## config.mk

```make
export PLATFORM = sky130hd
export DESIGN_NAME = pcg_guard
export DESIGN_NICKNAME = d
export VERILOG_FILES = /design/src/verilog/pcg_pkg.sv /design/src/verilog/pcg_pulse_chk.sv /design/src/verilog/pcg_guard.sv
export SDC_FILE = /design/constraint.sdc
export NUM_CORES = 1
export LEC_CHECK = 0
export ABC_AREA = 1
export BUFFER_PORTS_ARGS = -buffer_cell sky130_fd_sc_hd__buf_2
export CORE_MARGIN = 2
export CORE_UTILIZATION = 31
export DETAILED_ROUTE_END_ITERATION = 10
export SYNTH_ARGS = -nofsm -noshare
export SYNTH_HDL_FRONTEND = slang
export SYNTH_HIERARCHICAL = 1
export SYNTH_SLANG_ARGS = --single-unit
```

## constraint.sdc

```tcl
create_clock -name mclk -period 4.9 [get_ports mclk]
set_input_delay 0 -clock mclk [delete_from_list [all_inputs] [get_ports mclk]]
set_output_delay 0 -clock mclk [all_outputs]
set_load 0.02 [all_outputs]
```

## src/verilog/pcg_pkg.sv

```systemverilog
// press cycle guard: shared constants, encodings and carrier types
package pcg_pkg;

    // ========================================================
    // timing
    localparam int unsigned PCG_CLK_HZ       = 50_000_000;
    localparam int unsigned PCG_CYC_PER_MS   = PCG_CLK_HZ / 1000;
    localparam int unsigned PCG_PULSE_SHORT_MS = 100;
    localparam int unsigned PCG_PULSE_LONG_MS  = 350;
    localparam int unsigned PCG_ACK_MAX_MS   = 30_000;
    localparam int unsigned PCG_BYPASS_MS    = 500;
    localparam int unsigned PCG_CYCLE_MON_MS = 5_000;
    // cycle counts: exact multiples, so no rounding is lost
    localparam int unsigned PCG_SHORT_CNT    = PCG_PULSE_SHORT_MS * PCG_CYC_PER_MS;
    localparam int unsigned PCG_LONG_CNT     = PCG_PULSE_LONG_MS * PCG_CYC_PER_MS;
    localparam int unsigned PCG_ACK_MAX_CNT  = PCG_ACK_MAX_MS * PCG_CYC_PER_MS;
    localparam int unsigned PCG_BYPASS_CNT   = PCG_BYPASS_MS * PCG_CYC_PER_MS;
    localparam int unsigned PCG_CYCLE_CNT    = PCG_CYCLE_MON_MS * PCG_CYC_PER_MS;

    // ========================================================
    // setting encodings
    localparam logic [1:0] PCG_RLK_NONE   = 2'h1;
    localparam logic [1:0] PCG_RLK_ALWAYS = 2'h2;
    localparam logic [1:0] PCG_RLK_DOWN   = 2'h3;
    localparam logic [1:0] PCG_POS_TDC    = 2'h2;
    localparam logic [1:0] PCG_S2_REQ     = 2'h3;
    localparam int         PCG_PIN_W      = 6;
    localparam logic [5:0] PCG_PIN_RST    = 6'h00;

    // ========================================================
    // carriers
    typedef struct packed {
        logic [1:0] relaunch_lock;
        logic [1:0] start_pos;
        logic [1:0] start2_mode;
        logic       ack_long;
        logic       intv_long;
        logic       bypass_en;
        logic       cyc_mon_en;
        logic       fault_en;
    } pcg_cfg_t;

    typedef struct packed {
        logic static_ok;
        logic start_ok;
        logic guard_clear;
        logic tdc;
        logic upstroke;
        logic ack;
    } pcg_pins_t;

    typedef struct packed {
        logic permit;
        logic reset_needed;
        logic intv_needed;
        logic seq_timeout;
        logic unauth_entry;
        logic off_pos_block;
        logic fault;
    } pcg_stat_t;

    typedef enum logic [2:0] {
        ST_ACK  = 3'h1,
        ST_INTV = 3'h2,
        ST_RUN  = 3'h4
    } pcg_state_t;

endpackage : pcg_pkg

```

## src/verilog/pcg_pulse_chk.sv

```systemverilog
// press cycle guard: pulse width checker for one active-high level
`timescale 1ns/100ps
`default_nettype none

module pcg_pulse_chk
    import pcg_pkg::*;
(
    input  wire logic        mclk,
    input  wire logic        sys_rst,
    input  wire logic        level,
    input  wire logic [31:0] min_cnt,
    input  wire logic [31:0] max_cnt,
    input  wire logic        max_en,
    output logic             ok
);

    logic [31:0] cnt_reg;
    logic [31:0] cnt_next;
    logic        level_reg;
    logic        ok_reg;
    logic        ok_next;

    // ========================================================
    // width measurement, saturating so a stuck level never wraps
    always_comb
    begin
        cnt_next = cnt_reg;
        ok_next  = 1'b0;
        if (level)
        begin
            if (cnt_reg != 32'hFFFFFFFF)
                cnt_next = cnt_reg + 32'h1;
        end
        else
        begin
            cnt_next = 32'h0;
            if (level_reg && cnt_reg >= min_cnt && (!max_en || cnt_reg <= max_cnt))
                ok_next = 1'b1;
        end
    end

    always_ff @(posedge mclk)
    begin
        if (sys_rst)
        begin
            cnt_reg   <= 32'h0;
            level_reg <= 1'b0;
            ok_reg    <= 1'b0;
        end
        else
        begin
            cnt_reg   <= cnt_next;
            level_reg <= level;
            ok_reg    <= ok_next;
        end
    end

    assign ok = ok_reg;
endmodule : pcg_pulse_chk

`default_nettype wire

```

## src/verilog/pcg_guard.sv

```systemverilog
// press cycle guard: drive permit sequencer for cyclic press operation
// How it works
// - acknowledge valid only after minimum high time
// - intervention valid only after minimum low time
// - start position two: relaunch only at TDC
// - stop by permit/guard blocks until TDC
// - static permit low drops permit at once
// - start permit gates only the first rise
// - intervention is high-low-high on guard input
// - TDC marks end of each press cycle
// - upstroke bypass masks guard before TDC, timed
// - lock always: bypass intervention after TDC locks
// - lock encoding: none, always, downstroke/initial
// - acknowledge clears reset-needed, max thirty seconds
// - permit and reset-needed never both high
// - reset-needed high while acknowledge expected
// - timeout flag when cycle monitoring limit passed
// - fault shows timeout or unauthorized entry
// - permit derived from settings and inputs
// - intervention-needed high while one is expected
// - unauthorized-entry on intervention not permitted
`timescale 1ns/100ps
`default_nettype none

module pcg_guard
    import pcg_pkg::*;
#(
    parameter int unsigned SHORT_CNT   = PCG_SHORT_CNT,
    parameter int unsigned LONG_CNT    = PCG_LONG_CNT,
    parameter int unsigned ACK_MAX_CNT = PCG_ACK_MAX_CNT,
    parameter int unsigned BYPASS_CNT  = PCG_BYPASS_CNT,
    parameter int unsigned CYCLE_CNT   = PCG_CYCLE_CNT
)
(
    input  wire logic      mclk,
    input  wire logic      sys_rst,
    input  wire pcg_cfg_t  cfg,
    input  wire pcg_pins_t pins,
    input  wire logic      drive_active,
    input  wire logic      other_mode_start,
    output pcg_stat_t      stat
);

    // ========================================================
    // pin synchronisers
    logic [PCG_PIN_W-1:0] meta_reg;
    logic [PCG_PIN_W-1:0] sync_reg;
    pcg_pins_t            pin_s;

    always_ff @(posedge mclk)
    begin
        if (sys_rst)
        begin
            meta_reg <= PCG_PIN_RST;
            sync_reg <= PCG_PIN_RST;
        end
        else
        begin
            meta_reg <= pins;
            sync_reg <= meta_reg;
        end
    end

    assign pin_s = pcg_pins_t'(sync_reg);

    // ========================================================
    // state
    pcg_state_t  state_reg;
    pcg_state_t  state_next;
    logic        unauth_reg;
    logic        unauth_next;
    logic        tmo_reg;
    logic        tmo_next;
    logic        offpos_reg;
    logic        offpos_next;
    logic        byp_seen_reg;
    logic        byp_seen_next;
    logic        tdc_d_reg;
    logic        guard_d_reg;
    logic        drive_d_reg;
    logic [31:0] byp_cnt_reg;
    logic [31:0] byp_cnt_next;
    logic [31:0] cyc_cnt_reg;
    logic [31:0] cyc_cnt_next;

    logic        tdc_rise;
    logic        byp_on;
    logic        guard_low;
    logic        intv_start;
    logic        intv_ok;
    logic        ack_ok;
    logic        lock_needed;
    logic        stop_lock;
    logic        pos_ok;
    logic        start_allowed;
    pcg_state_t  restart_state;

    // ========================================================
    // pulse checkers
    pcg_pulse_chk u_ack_chk (
        .mclk    (mclk),
        .sys_rst (sys_rst),
        .level   (pin_s.ack),
        .min_cnt (cfg.ack_long ? 32'(LONG_CNT) : 32'(SHORT_CNT)),
        .max_cnt (32'(ACK_MAX_CNT)),
        .max_en  (1'b1),
        .ok      (ack_ok)
    );

    pcg_pulse_chk u_intv_chk (
        .mclk    (mclk),
        .sys_rst (sys_rst),
        .level   (guard_low),
        .min_cnt (cfg.intv_long ? 32'(LONG_CNT) : 32'(SHORT_CNT)),
        .max_cnt (32'h0),
        .max_en  (1'b0),
        .ok      (intv_ok)
    );

    // ========================================================
    // derived conditions
    always_comb
    begin
        tdc_rise   = pin_s.tdc && !tdc_d_reg;
        // bypass window closes at TDC or when its timer runs out
        byp_on     = cfg.bypass_en && pin_s.upstroke && !pin_s.tdc
                     && (byp_cnt_reg < BYPASS_CNT);
        guard_low  = !pin_s.guard_clear && !byp_on;
        intv_start = guard_low && !guard_d_reg;
        lock_needed = cfg.relaunch_lock != PCG_RLK_NONE;
        // downstroke or initial position: not on the upstroke, or at TDC
        stop_lock  = (cfg.relaunch_lock == PCG_RLK_ALWAYS)
                     || (cfg.relaunch_lock == PCG_RLK_DOWN
                         && (!pin_s.upstroke || pin_s.tdc));
        restart_state = stop_lock ? ST_ACK : ST_INTV;
        pos_ok     = (cfg.start_pos != PCG_POS_TDC) || pin_s.tdc;
        start_allowed = pos_ok && !offpos_reg && pin_s.static_ok
                        && (cfg.start2_mode != PCG_S2_REQ || pin_s.start_ok);
    end

    // ========================================================
    // sequencer next state
    always_comb
    begin
        state_next    = state_reg;
        unauth_next   = unauth_reg;
        tmo_next      = tmo_reg;
        offpos_next   = offpos_reg;
        byp_seen_next = byp_seen_reg;
        cyc_cnt_next  = 32'h0;

        if (cfg.bypass_en && pin_s.upstroke && !pin_s.tdc)
            byp_cnt_next = (byp_cnt_reg == 32'hFFFFFFFF) ? byp_cnt_reg
                                                         : byp_cnt_reg + 32'h1;
        else
            byp_cnt_next = 32'h0;

        // clear first so that a new stop in the same cycle wins
        if (pin_s.tdc && !other_mode_start)
            offpos_next = 1'b0;
        if (state_reg == ST_RUN && (!pin_s.static_ok || guard_low))
            offpos_next = 1'b1;
        // a drive that stops away from TDC leaves the press mid-stroke
        if (cfg.start_pos == PCG_POS_TDC && drive_d_reg && !drive_active
            && !pin_s.tdc)
            offpos_next = 1'b1;

        case (state_reg)
            ST_ACK:
            begin
                if (!lock_needed || ack_ok)
                    state_next = ST_INTV;
            end
            ST_INTV:
            begin
                if (cfg.cyc_mon_en)
                    cyc_cnt_next = cyc_cnt_reg + 32'h1;
                if (cfg.cyc_mon_en && cyc_cnt_reg >= CYCLE_CNT)
                begin
                    tmo_next     = 1'b1;
                    cyc_cnt_next = 32'h0;
                    state_next   = lock_needed ? ST_ACK : ST_INTV;
                end
                else if (intv_ok && start_allowed)
                begin
                    state_next  = ST_RUN;
                    tmo_next    = 1'b0;
                    unauth_next = 1'b0;
                end
            end
            ST_RUN:
            begin
                if (!pin_s.guard_clear && byp_on)
                    byp_seen_next = 1'b1;
                if (intv_start)
                begin
                    unauth_next = 1'b1;
                    state_next  = restart_state;
                end
                else if (!pin_s.static_ok)
                    state_next = lock_needed ? ST_ACK : ST_INTV;
                else if (tdc_rise)
                begin
                    byp_seen_next = 1'b0;
                    if (byp_seen_reg && cfg.relaunch_lock == PCG_RLK_ALWAYS)
                    begin
                        unauth_next = 1'b1;
                        state_next  = ST_ACK;
                    end
                    else
                        state_next = ST_INTV;
                end
            end
            default:
            begin
                state_next = ST_ACK;
            end
        endcase

        if (state_next != ST_RUN)
            byp_seen_next = 1'b0;
    end

    always_ff @(posedge mclk)
    begin
        if (sys_rst)
        begin
            state_reg    <= ST_ACK;
            unauth_reg   <= 1'b0;
            tmo_reg      <= 1'b0;
            offpos_reg   <= 1'b0;
            byp_seen_reg <= 1'b0;
            tdc_d_reg    <= 1'b0;
            guard_d_reg  <= 1'b0;
            drive_d_reg  <= 1'b0;
            byp_cnt_reg  <= 32'h0;
            cyc_cnt_reg  <= 32'h0;
        end
        else
        begin
            state_reg    <= state_next;
            unauth_reg   <= unauth_next;
            tmo_reg      <= tmo_next;
            offpos_reg   <= offpos_next;
            byp_seen_reg <= byp_seen_next;
            tdc_d_reg    <= pin_s.tdc;
            guard_d_reg  <= guard_low;
            drive_d_reg  <= drive_active;
            byp_cnt_reg  <= byp_cnt_next;
            cyc_cnt_reg  <= cyc_cnt_next;
        end
    end

    // ========================================================
    // outputs
    always_comb
    begin
        // static permit gates combinationally so the drop costs no cycle
        stat.permit        = state_reg == ST_RUN && pin_s.static_ok;
        stat.reset_needed  = state_reg == ST_ACK;
        stat.intv_needed   = state_reg == ST_INTV;
        stat.seq_timeout   = tmo_reg;
        stat.unauth_entry  = unauth_reg;
        stat.off_pos_block = offpos_reg;
        stat.fault         = cfg.fault_en && (tmo_reg || unauth_reg);
    end
endmodule : pcg_guard

`default_nettype wire

```

==> results of run 1 <==
## cells by family (layout without fill, tap and decap cells)
group,count (synthesis),after routing
flip-flops,154,154
AO/OA/AOI/OAI,187,187
AND/OR/NAND/NOR,910,910
other,2,116
buffers and inverters,388,438
XOR/XNOR,52,52
adder cells (fa/ha/maj),133,133
## cells in the mapped netlist, types with 16 or more instances
| master | number |
|---|---|
| inv_1 | 348 |
| xnor2_1 | 17 |
| o21ai_0 | 57 |
| nand4_1 | 34 |
| ha_1 | 133 |
| nand3_1 | 74 |
| nor2_1 | 223 |
| nor3_1 | 40 |
| xor2_1 | 35 |
| nand2_2 | 16 |
| nor3_2 | 19 |
| a21oi_1 | 83 |
| dfxtp_1 | 154 |
| nand2_1 | 437 |
## where the power goes
part	internal (mW)	switching, mW	total [mW]
combinational	0.0646	0.110	0.175
clock	0.685	0.531	1.22
sequential	1.26	0.00830	1.27
## repair_timing
| action | 4_1_cts | 5_1_grt |
|---|---|---|
| buffers inserted | 0 | 0 |
| hold buffers | 12 | 0 |
| endpoints found under the hold margin | 10 | 0 |
## metrics by stage
step / total power [mW] / hold WS [ps] / instances / area [um^2] / utilization
global placement: 1.46 / 205 / 2457 / 13000 / 0.344
finish: 2.66 / 43.3 / 2501 / 13700 / 0.362
global route: 2.78 / 70.5 / 2501 / 13700 / 0.362
CTS: 2.70 / 35.5 / 2501 / 13700 / 0.362
detailed placement: 1.46 / 218 / 2457 / 13000 / 0.344
floorplan: 1.42 / 107 / 1940 / 12300 / -
## metal layers
metal / global-route usage / routed length [um] / share of wire
met5: 0 / 0 / 0
met4: 0.0455 / 490 / 0.018
met3: 0.0183 / 815 / 0.029
met2: 0.256 / 12800 / 0.46
met1: 0.187 / 13500 / 0.49
## layout make-up
type                       count  area, um^2
clock inverter                10        70.1
clock buffer                  22         474
fill                        4036       24100
inverter                     364        1370
timing repair buffer          42         278
sequential                   154        3080
multi-input combinational   1398        7740
tap                          511         639
## worst register-to-register path, cell delays in order (launching register included)
cell and delay [ps]:
dfxtp_1 390, nand2_1 110, nor2_1 160, inv_1 60, nor2_1 100, nor2_1 60, nand2_1 120, nand2_1 90
inv_1 130, inv_1 60, nor2_1 80, buf_4 230, inv_1 260, a21oi_1 180, o21ai_0 90, inv_1 50
## worst max path at each step
stage / endpoint / slack [ps] / from / cells past startpoint
global route: u_intv_chk/cnt_reg[24]$_SDFFE_PP0P_ / 2360 / byp_cnt_reg[12]$_SDFFE_PP0P_ / 15
CTS: u_intv_chk/cnt_reg[24]$_SDFFE_PP0P_ / 2690 / byp_cnt_reg[21]$_SDFFE_PP0P_ / 15
global placement: u_intv_chk/cnt_reg[24]$_SDFFE_PP0P_ / 2740 / byp_cnt_reg[12]$_SDFFE_PP0P_ / 15
finish: u_intv_chk/cnt_reg[24]$_SDFFE_PP0P_ / 2680 / byp_cnt_reg[21]$_SDFFE_PP0P_ / 15
floorplan: u_intv_chk/cnt_reg[18]$_SDFFE_PP0P_ / 3160 / byp_cnt_reg[12]$_SDFFE_PP0P_ / 14
detailed placement: u_intv_chk/cnt_reg[24]$_SDFFE_PP0P_ / 2700 / byp_cnt_reg[12]$_SDFFE_PP0P_ / 15
==> reports/qor.txt, run 1 <==
Async S/R FF share, synth - 0
Antenna Diode Count - 0
Synth Area in Compound Gates - 0.0853
GRT overflow - 0
worst-margin pin slew - 553 ps
Hold Path Class - in2reg
dpl ws - 2700 ps
Slowest-stage cell, CP - dfxtp_1
Final WS setup - 2680 ps
worst path arrival time - 2600 ps
initial core utilization - 0.315
crit-path leading delay family - buffers and inverters
max-cap viol count - 0
VDD IR-drop max - 0.224 mV
clock-pin slew on the worst setup and hold paths - 60 ps
skew final - 12.3 ps
Detailed Routing Iterations Pass 1 - 5
fin crit share - 0.452
Worst Hold Path EP - guard_d_reg$_SDFF_PP0_
row count - 71
Placeable Area - 37800 um^2
multiplexer share of the synthesized area - 0
routability cong. - 0.936
commonest cells after routing, fill and taps aside - nand2_1 (437), inv_1 (348), nor2_1 (223)
Die Y - 200 um
Worst Setup Start Kind - flip-flop
DRC violation total after the first TritonRoute iteration - 462
initial antenna violation count - 0
CP dominant cell by count - inv_1
critical-path cell list - nand2_1 > nor2_1 > inv_1 > nor2_1 > nor2_1 > nand2_1 > nand2_1 > inv_1 > inv_1 > nor2_1 > buf_4 > inv_1 > a21oi_1 > o21ai_0 > inv_1
DRC Markers - 0
reg2reg end - u_intv_chk/cnt_reg[24]$_SDFFE_PP0P_
outcome - finished clean
post-DP HPWL - 22000 um
detailed-route wire length per cell - 11.1 um
CTS max path bufs - 2
post-synthesis xor/xnor area fraction - 0.0383
most common cell after layout, fill and taps aside - nand2_1
Reg2Reg Depth - 15
vias in the first global route - 10458
total global-route track usage - 0.146
Synth area leaders - dfxtp_1 (26%), ha_1 (14%), nand2_1 (14%)
vias per cell - 4.39
Pleak - 6.56 nW
sequential fraction of the synthesis area - 0.259
critical path type - reg2reg
Post-synth EDFFs - 0
final number of setup-violating endpoints - 0
area grow syn2layout - 14.7%
PortBufs - 27
CTS tree - built
first-pass GRT wire length - 47700 um
Slew headroom - 0.628
Req. time, crit path - 5280 ps
Worst Path Buf+Inv - 6
adder-cell share of the synthesized area - 0.140
clock root cell - clkbuf_16
Sink Count - 154
Syn Inst Count - 1826
fmax - 451 MHz
Slew Limit Fails - 0
nets@finish - 2131
top-area cell type share of the netlist area - 0.259
prevailing post-synth register cell - dfxtp_1
syn avg cell area - 6.52 um^2
IO Pins - 28
critical-path maximum fanout - 20
total CTS buffers - 17
Post-CTS Resized - 0
CTS H-Tree Depth - 4
RSZ-0062 raised after global routing - no
R2R setup slack - 2680 ps
Die W - 200 um
via count - 10986
CP max stage delay - 390 ps
setup TNS - 0 ps
layout cells sized above 1 - 0.0779
Mapped Area - 11900 um^2
power per cell area - 195 nW/um^2
die area - 40000 um^2
remaining antenna violation count after routing - 0
overall routed net length - 27700 um
Synth Area in Simple Gates - 0.350
crit end category - flip-flop
largest net degree at the start of global routing - 27
largest family of logic cells by synthesized area - simple AND/OR/NAND/NOR gates
Hold Path Stages - 2
fin crit period - 2220 ps
Synth cell types - 47
hold path startpoint - sys_rst
biggest area consumer among synthesized cells - dfxtp_1
launching point of the worst reg2reg path - byp_cnt_reg[21]$_SDFFE_PP0P_
worst skew pair latency - 430 ps
synth warn - 6
Final Hold Fails - 0
flops & latches, synth - 154
Power figures use the tool's default switching activity.
==> run 2, diff against run 1 <==
clock period = 2 ns   (was 4.9 ns; I/O delays follow)
==> run 2 against run 1 <==
Compared with the run above: clock skew decreased by 2.1 ps; critical endpoint is now byp_cnt_reg[9]$_SDFFE_PP0P_; global-route usage increased by 0.73 points; via count increased by 3.3%.
==> reports/qor.txt, run 2 (synthesis gave the netlist of run 1 again) <==
Filler Cells Inserted - 3987
via count - 11353
Slew Limit Fails - 0
CP max stage delay - 390 ps
Slowest-stage cell, CP - dfxtp_1
clock root cell - clkbuf_16
worst path arrival time - 2140 ps
vias in the first global route - 10835
skew final - 10.3 ps
worst skew pair latency - 440 ps
routability cong. - 0.888
initial core utilization - 0.315
die area - 40000 um^2
Antenna Diode Count - 0
remaining antenna violation count after routing - 0
Hold Path Class - in2reg
area of the multi-input gates - 7800 um^2
initial antenna violation count - 0
Switching Share - 0.260
Worst Setup Start Kind - flip-flop
critical path type - reg2reg
Pint - 4.89 mW
CP dominant cell by count - nand2_2
crit-path leading delay family - simple AND/OR/NAND/NOR gates
Detailed Routing Iterations Pass 1 - 5
CTS H-Tree Depth - 4
Slew headroom - 0.615
CTS tree - built
power share of the combinational group - 0.070
Clk pwr share - 0.459
Final Hold Fails - 0
total CTS buffers - 17
NetSw - 1.72 mW
Die W - 200 um
area grow syn2layout - 19.7%
overall routed net length - 29000 um
vias per cell - 4.42
worst-margin pin slew - 577 ps
most common cell after layout, fill and taps aside - nand2_1
post-DP HPWL - 23300 um
sequential share of power - 0.471
outcome - finished clean
crit end category - flip-flop
row count - 71
GRT overflow - 0
clock-pin slew on the worst setup and hold paths - 70 ps
commonest cells after routing, fill and taps aside - nand2_1 (437), inv_1 (345), nor2_1 (220)
VDD IR-drop max - 0.504 mV
DRC violation total after the first TritonRoute iteration - 413
PortBufs - 27
Post-Layout Cell Count - 2567
nets@finish - 2197
total global-route track usage - 0.154
fin crit period - 1840 ps
Cells after DPL - 2513
power per cell area - 464 nW/um^2
CTS max path bufs - 2
largest net degree at the start of global routing - 23
Worst Path Buf+Inv - 1
Die Y - 200 um
Req. time, crit path - 2300 ps
critical-path cell list - ha_4 > nand3_1 > inv_2 > nand2_2 > nor3_4 > and3_4 > nand2_2 > nand2_1 > xor2_1 > nor2_1
critical-path maximum fanout - 5
detailed-route wire length per cell - 11.3 um
fmax - 544 MHz
first-pass GRT wire length - 49900 um
Final WS setup - 161 ps
dpl ws - -238 ps
layout cells sized above 1 - 0.113
sequential cell area - 3090 um^2
fin crit share - 0.920
Sink Count - 154
IO Pins - 28
DRC Markers - 0
Placeable Area - 37800 um^2
Pleak - 6.88 nW
final number of setup-violating endpoints - 0
max-cap viol count - 0
[run 2: worst paths after layout]
kind	start	endpoint	slack [ps]	depth (start not counted)
min	cfg[9]	unauth_reg$_SDFFE_PP0P_	60	6
min reg2reg	meta_reg[0]$_SDFF_PP0_	pin_s[0]$_SDFF_PP0_	400	2
max	byp_cnt_reg[0]$_SDFFE_PP0P_	byp_cnt_reg[9]$_SDFFE_PP0P_	160	10
max reg2reg	byp_cnt_reg[0]$_SDFFE_PP0P_	byp_cnt_reg[9]$_SDFFE_PP0P_	160	10
[run 2: power by group through the flow]
stage,clock network [mW],registers (mW),logic (mW)
floorplan,0,3.18,0.310
global placement,0,3.18,0.407
detailed placement,0,3.18,0.423
CTS,3.13,3.11,0.450
global route,3.26,3.11,0.552
finish,3.04,3.11,0.464
[run 2: worst min-delay path: stages]
cell     delay, ps
buf_2           90
inv_1           50
nand3_1         80
nor2_1          50
a21oi_1        110
a21oi_1         70
[run 2: area by class of cell]
| type | instances | share of cell area |
|---|---|---|
| multi-input combinational | 1398 | 0.547 |
| sequential | 154 | 0.217 |
| inverter | 364 | 0.0965 |
| timing repair buffer | 108 | 0.0559 |
| tap | 511 | 0.0449 |
| clock buffer | 19 | 0.0304 |
| clock inverter | 13 | 0.00782 |
[run 2: metrics by stage]
step | TNS (ps) | util | power (mW) | hold slack [ps] | area, um^2
after CTS | 0 | 0.374 | 6.70 | 34.6 | 14100
after detailed placement | -3960 | 0.355 | 3.61 | 218 | 13400
after global placement | -2510 | 0.355 | 3.59 | 203 | 13400
after floorplan | 0 | - | 3.49 | 107 | 12300
after global routing | -3.72 | 0.377 | 6.92 | 91.6 | 14200
final | 0 | 0.377 | 6.61 | 55.3 | 14200
[run 2: repair_timing]
item,CTS,global route
hold buffers,16,0
endpoints found under the hold margin,15,0
gates resized for setup,2,19
endpoints found under the setup margin,26,57
pin swaps,0,4
setup buffers,0,6
[run 2: per-layer routing]
layer  GRT usage  up-vias  wire [um]  share of wire
met2       0.272      171      13800           0.47
met5           0        -          0              0
met3      0.0218       34        861          0.030
li1            -     6049          -              -
met1       0.196     5099      14000           0.48
met4      0.0390        0        380          0.013
==> run 3, diff against run 2 <==
CORE_UTILIZATION = 25   (was 31)
PLACE_DENSITY = 0.46   (was unset)
==> run 3 against run 2 <==
Compared with the run above: cell count up 2.8%; power up 6.4%; sequential power about the same; count of clock-buffer cells in the layout unchanged; combinational power down 1%; clock skew about the same; sequential share of layout area about the same; first-iteration DRC count up 24%; critical path depth up 2; largest cell class unchanged.
==> reports/qor.txt, run 3 (synthesis gave the netlist of run 1 again) <==
initial antenna violation count - 2
die area - 49400 um^2
most common cell after layout, fill and taps aside - nand2_1
fmax - 543 MHz
DRC Markers - 0
crit path to - cyc_cnt_reg[24]$_SDFF_PP0_
Worst Setup Start Kind - flip-flop
VDD IR-drop max - 0.505 mV
Die Y - 222 um
Post-DP Area - 13400 um^2
Reg2Reg Depth - 12
via count - 10973
CTS H-Tree Depth - 4
CP dominant cell by count - nor2_4
cell area after layout - 14200 um^2
worst path arrival time - 2170 ps
overall routed net length - 30300 um
Final Core Density - 0.304
GR Util met3 - 0.0196
Detailed Routing Iterations Pass 1 - 5
worst skew pair latency - 440 ps
setup TNS - 0 ps
max-cap viol count - 0
launching point of the worst reg2reg path - cyc_cnt_reg[1]$_SDFF_PP0_
Sink Count - 154
critical-path maximum fanout - 6
total global-route track usage - 0.127
vias in the first global route - 10499
fin crit period - 1840 ps
Slowest-stage cell, CP - dfxtp_1
fin crit share - 0.921
GRT overflow - 0
Slew headroom - 0.629
reg2reg end - cyc_cnt_reg[24]$_SDFF_PP0_
Pleak - 6.82 nW
Die W - 222 um
crit end category - flip-flop
commonest cells after routing, fill and taps aside - nand2_1 (435), inv_1 (347), nor2_1 (222)
Stages on worst setup path - 12
Placeable Area - 46800 um^2
clock root cell - clkbuf_16
post-DP HPWL - 24500 um
CTS max path bufs - 2
Fin Hold WS - 43.7 ps
met2 Usage GRT - 0.217
detailed-route wire length per cell - 11.5 um
layout cells sized above 1 - 0.0985
first-pass GRT wire length - 50800 um
worst-margin pin slew - 556 ps
critical path type - reg2reg
Slew Limit Fails - 0
critical-path cell list - ha_2 > nand3_2 > nor2_4 > nand2_4 > nor2_4 > nand2_2 > nor2_4 > nand2_4 > nor2_8 > nand2_1 > o21ai_1 > a21oi_1
total CTS buffers - 17
Post CTS Setup Buffer Count - 0
PortBufs - 27
row count - 79
outcome - finished clean
nets@finish - 2172
routability cong. - 0.856
skew final - 10.3 ps
largest net degree at the start of global routing - 23
power per cell area - 495 nW/um^2
Final Hold Fails - 0
Worst Path Buf+Inv - 0
IO Pins - 28
Filler Cells Inserted - 5123
DRC violation total after the first TritonRoute iteration - 511
crit path launch - cyc_cnt_reg[1]$_SDFF_PP0_
CP max stage delay - 390 ps
Hold Path Class - in2reg
clock-pin slew on the worst setup and hold paths - 60 ps
area grow syn2layout - 19.5%
grt met1 use - 0.164
final number of setup-violating endpoints - 0
remaining antenna violation count after routing - 0
vias per cell - 4.16
Req. time, crit path - 2320 ps
R2R setup slack - 160 ps
crit-path leading delay family - simple AND/OR/NAND/NOR gates
gr busiest metal - met2
Pwr Total - 7.04 mW
CTS tree - built
initial core utilization - 0.255
run 3: worst min-delay path by stage:
stage                                   end    start  cells after the start
finish              state_reg[0]$_SDFF_PP1_   cfg[9]                      6
global route        state_reg[0]$_SDFF_PP1_   cfg[9]                      6
CTS                 state_reg[0]$_SDFF_PP1_   cfg[9]                      6
detailed placement   meta_reg[4]$_SDFF_PP0_  pins[4]                      3
global placement     meta_reg[1]$_SDFF_PP0_  pins[1]                      3
floorplan            meta_reg[0]$_SDFF_PP0_  pins[0]                      2
run 3: metal layers:
metal / up-vias / wire length (um)
met4: 0 / 431
met2: 124 / 14000
met5: - / 0
li1: 6013 / -
met1: 4810 / 15200
met3: 26 / 706
run 3: final cells by class:
class	count	area [um^2]	area share
sequential	154	3090	0.217
multi-input combinational	1398	7750	0.545
clock buffer	19	443	0.0312
tap	607	759	0.0534
clock inverter	12	173	0.0121
timing repair buffer	83	631	0.0444
antenna	2	5.00	0.000352
inverter	364	1370	0.0963
run 3: timing repair:
action | in CTS | in global routing
gates resized for setup | 0 | 7
endpoints found under the setup margin | 0 | 36
hold endpoints to repair | 14 | 0
hold buffers | 15 | 0
run 3: tightest hold or removal path: cells and delay by family:
kind,cells,cell delay [ps]
buffers and inverters,3,260
AND/OR/NAND/NOR,3,190
run 3: where the power goes:
group / internal, mW / switching (mW)
Combinational: 0.179 / 0.279
Clock: 2.11 / 1.36
Sequential: 3.10 / 0.0184
run 3: stage by stage:
step	worst slack, ps	instances
2_1_floorplan	261	1940
3_3_place_gp	169	2591
3_5_place_dp	127	2591
4_1_cts	98.6	2637
5_1_grt	-15.9	2639
6_report	158	2639
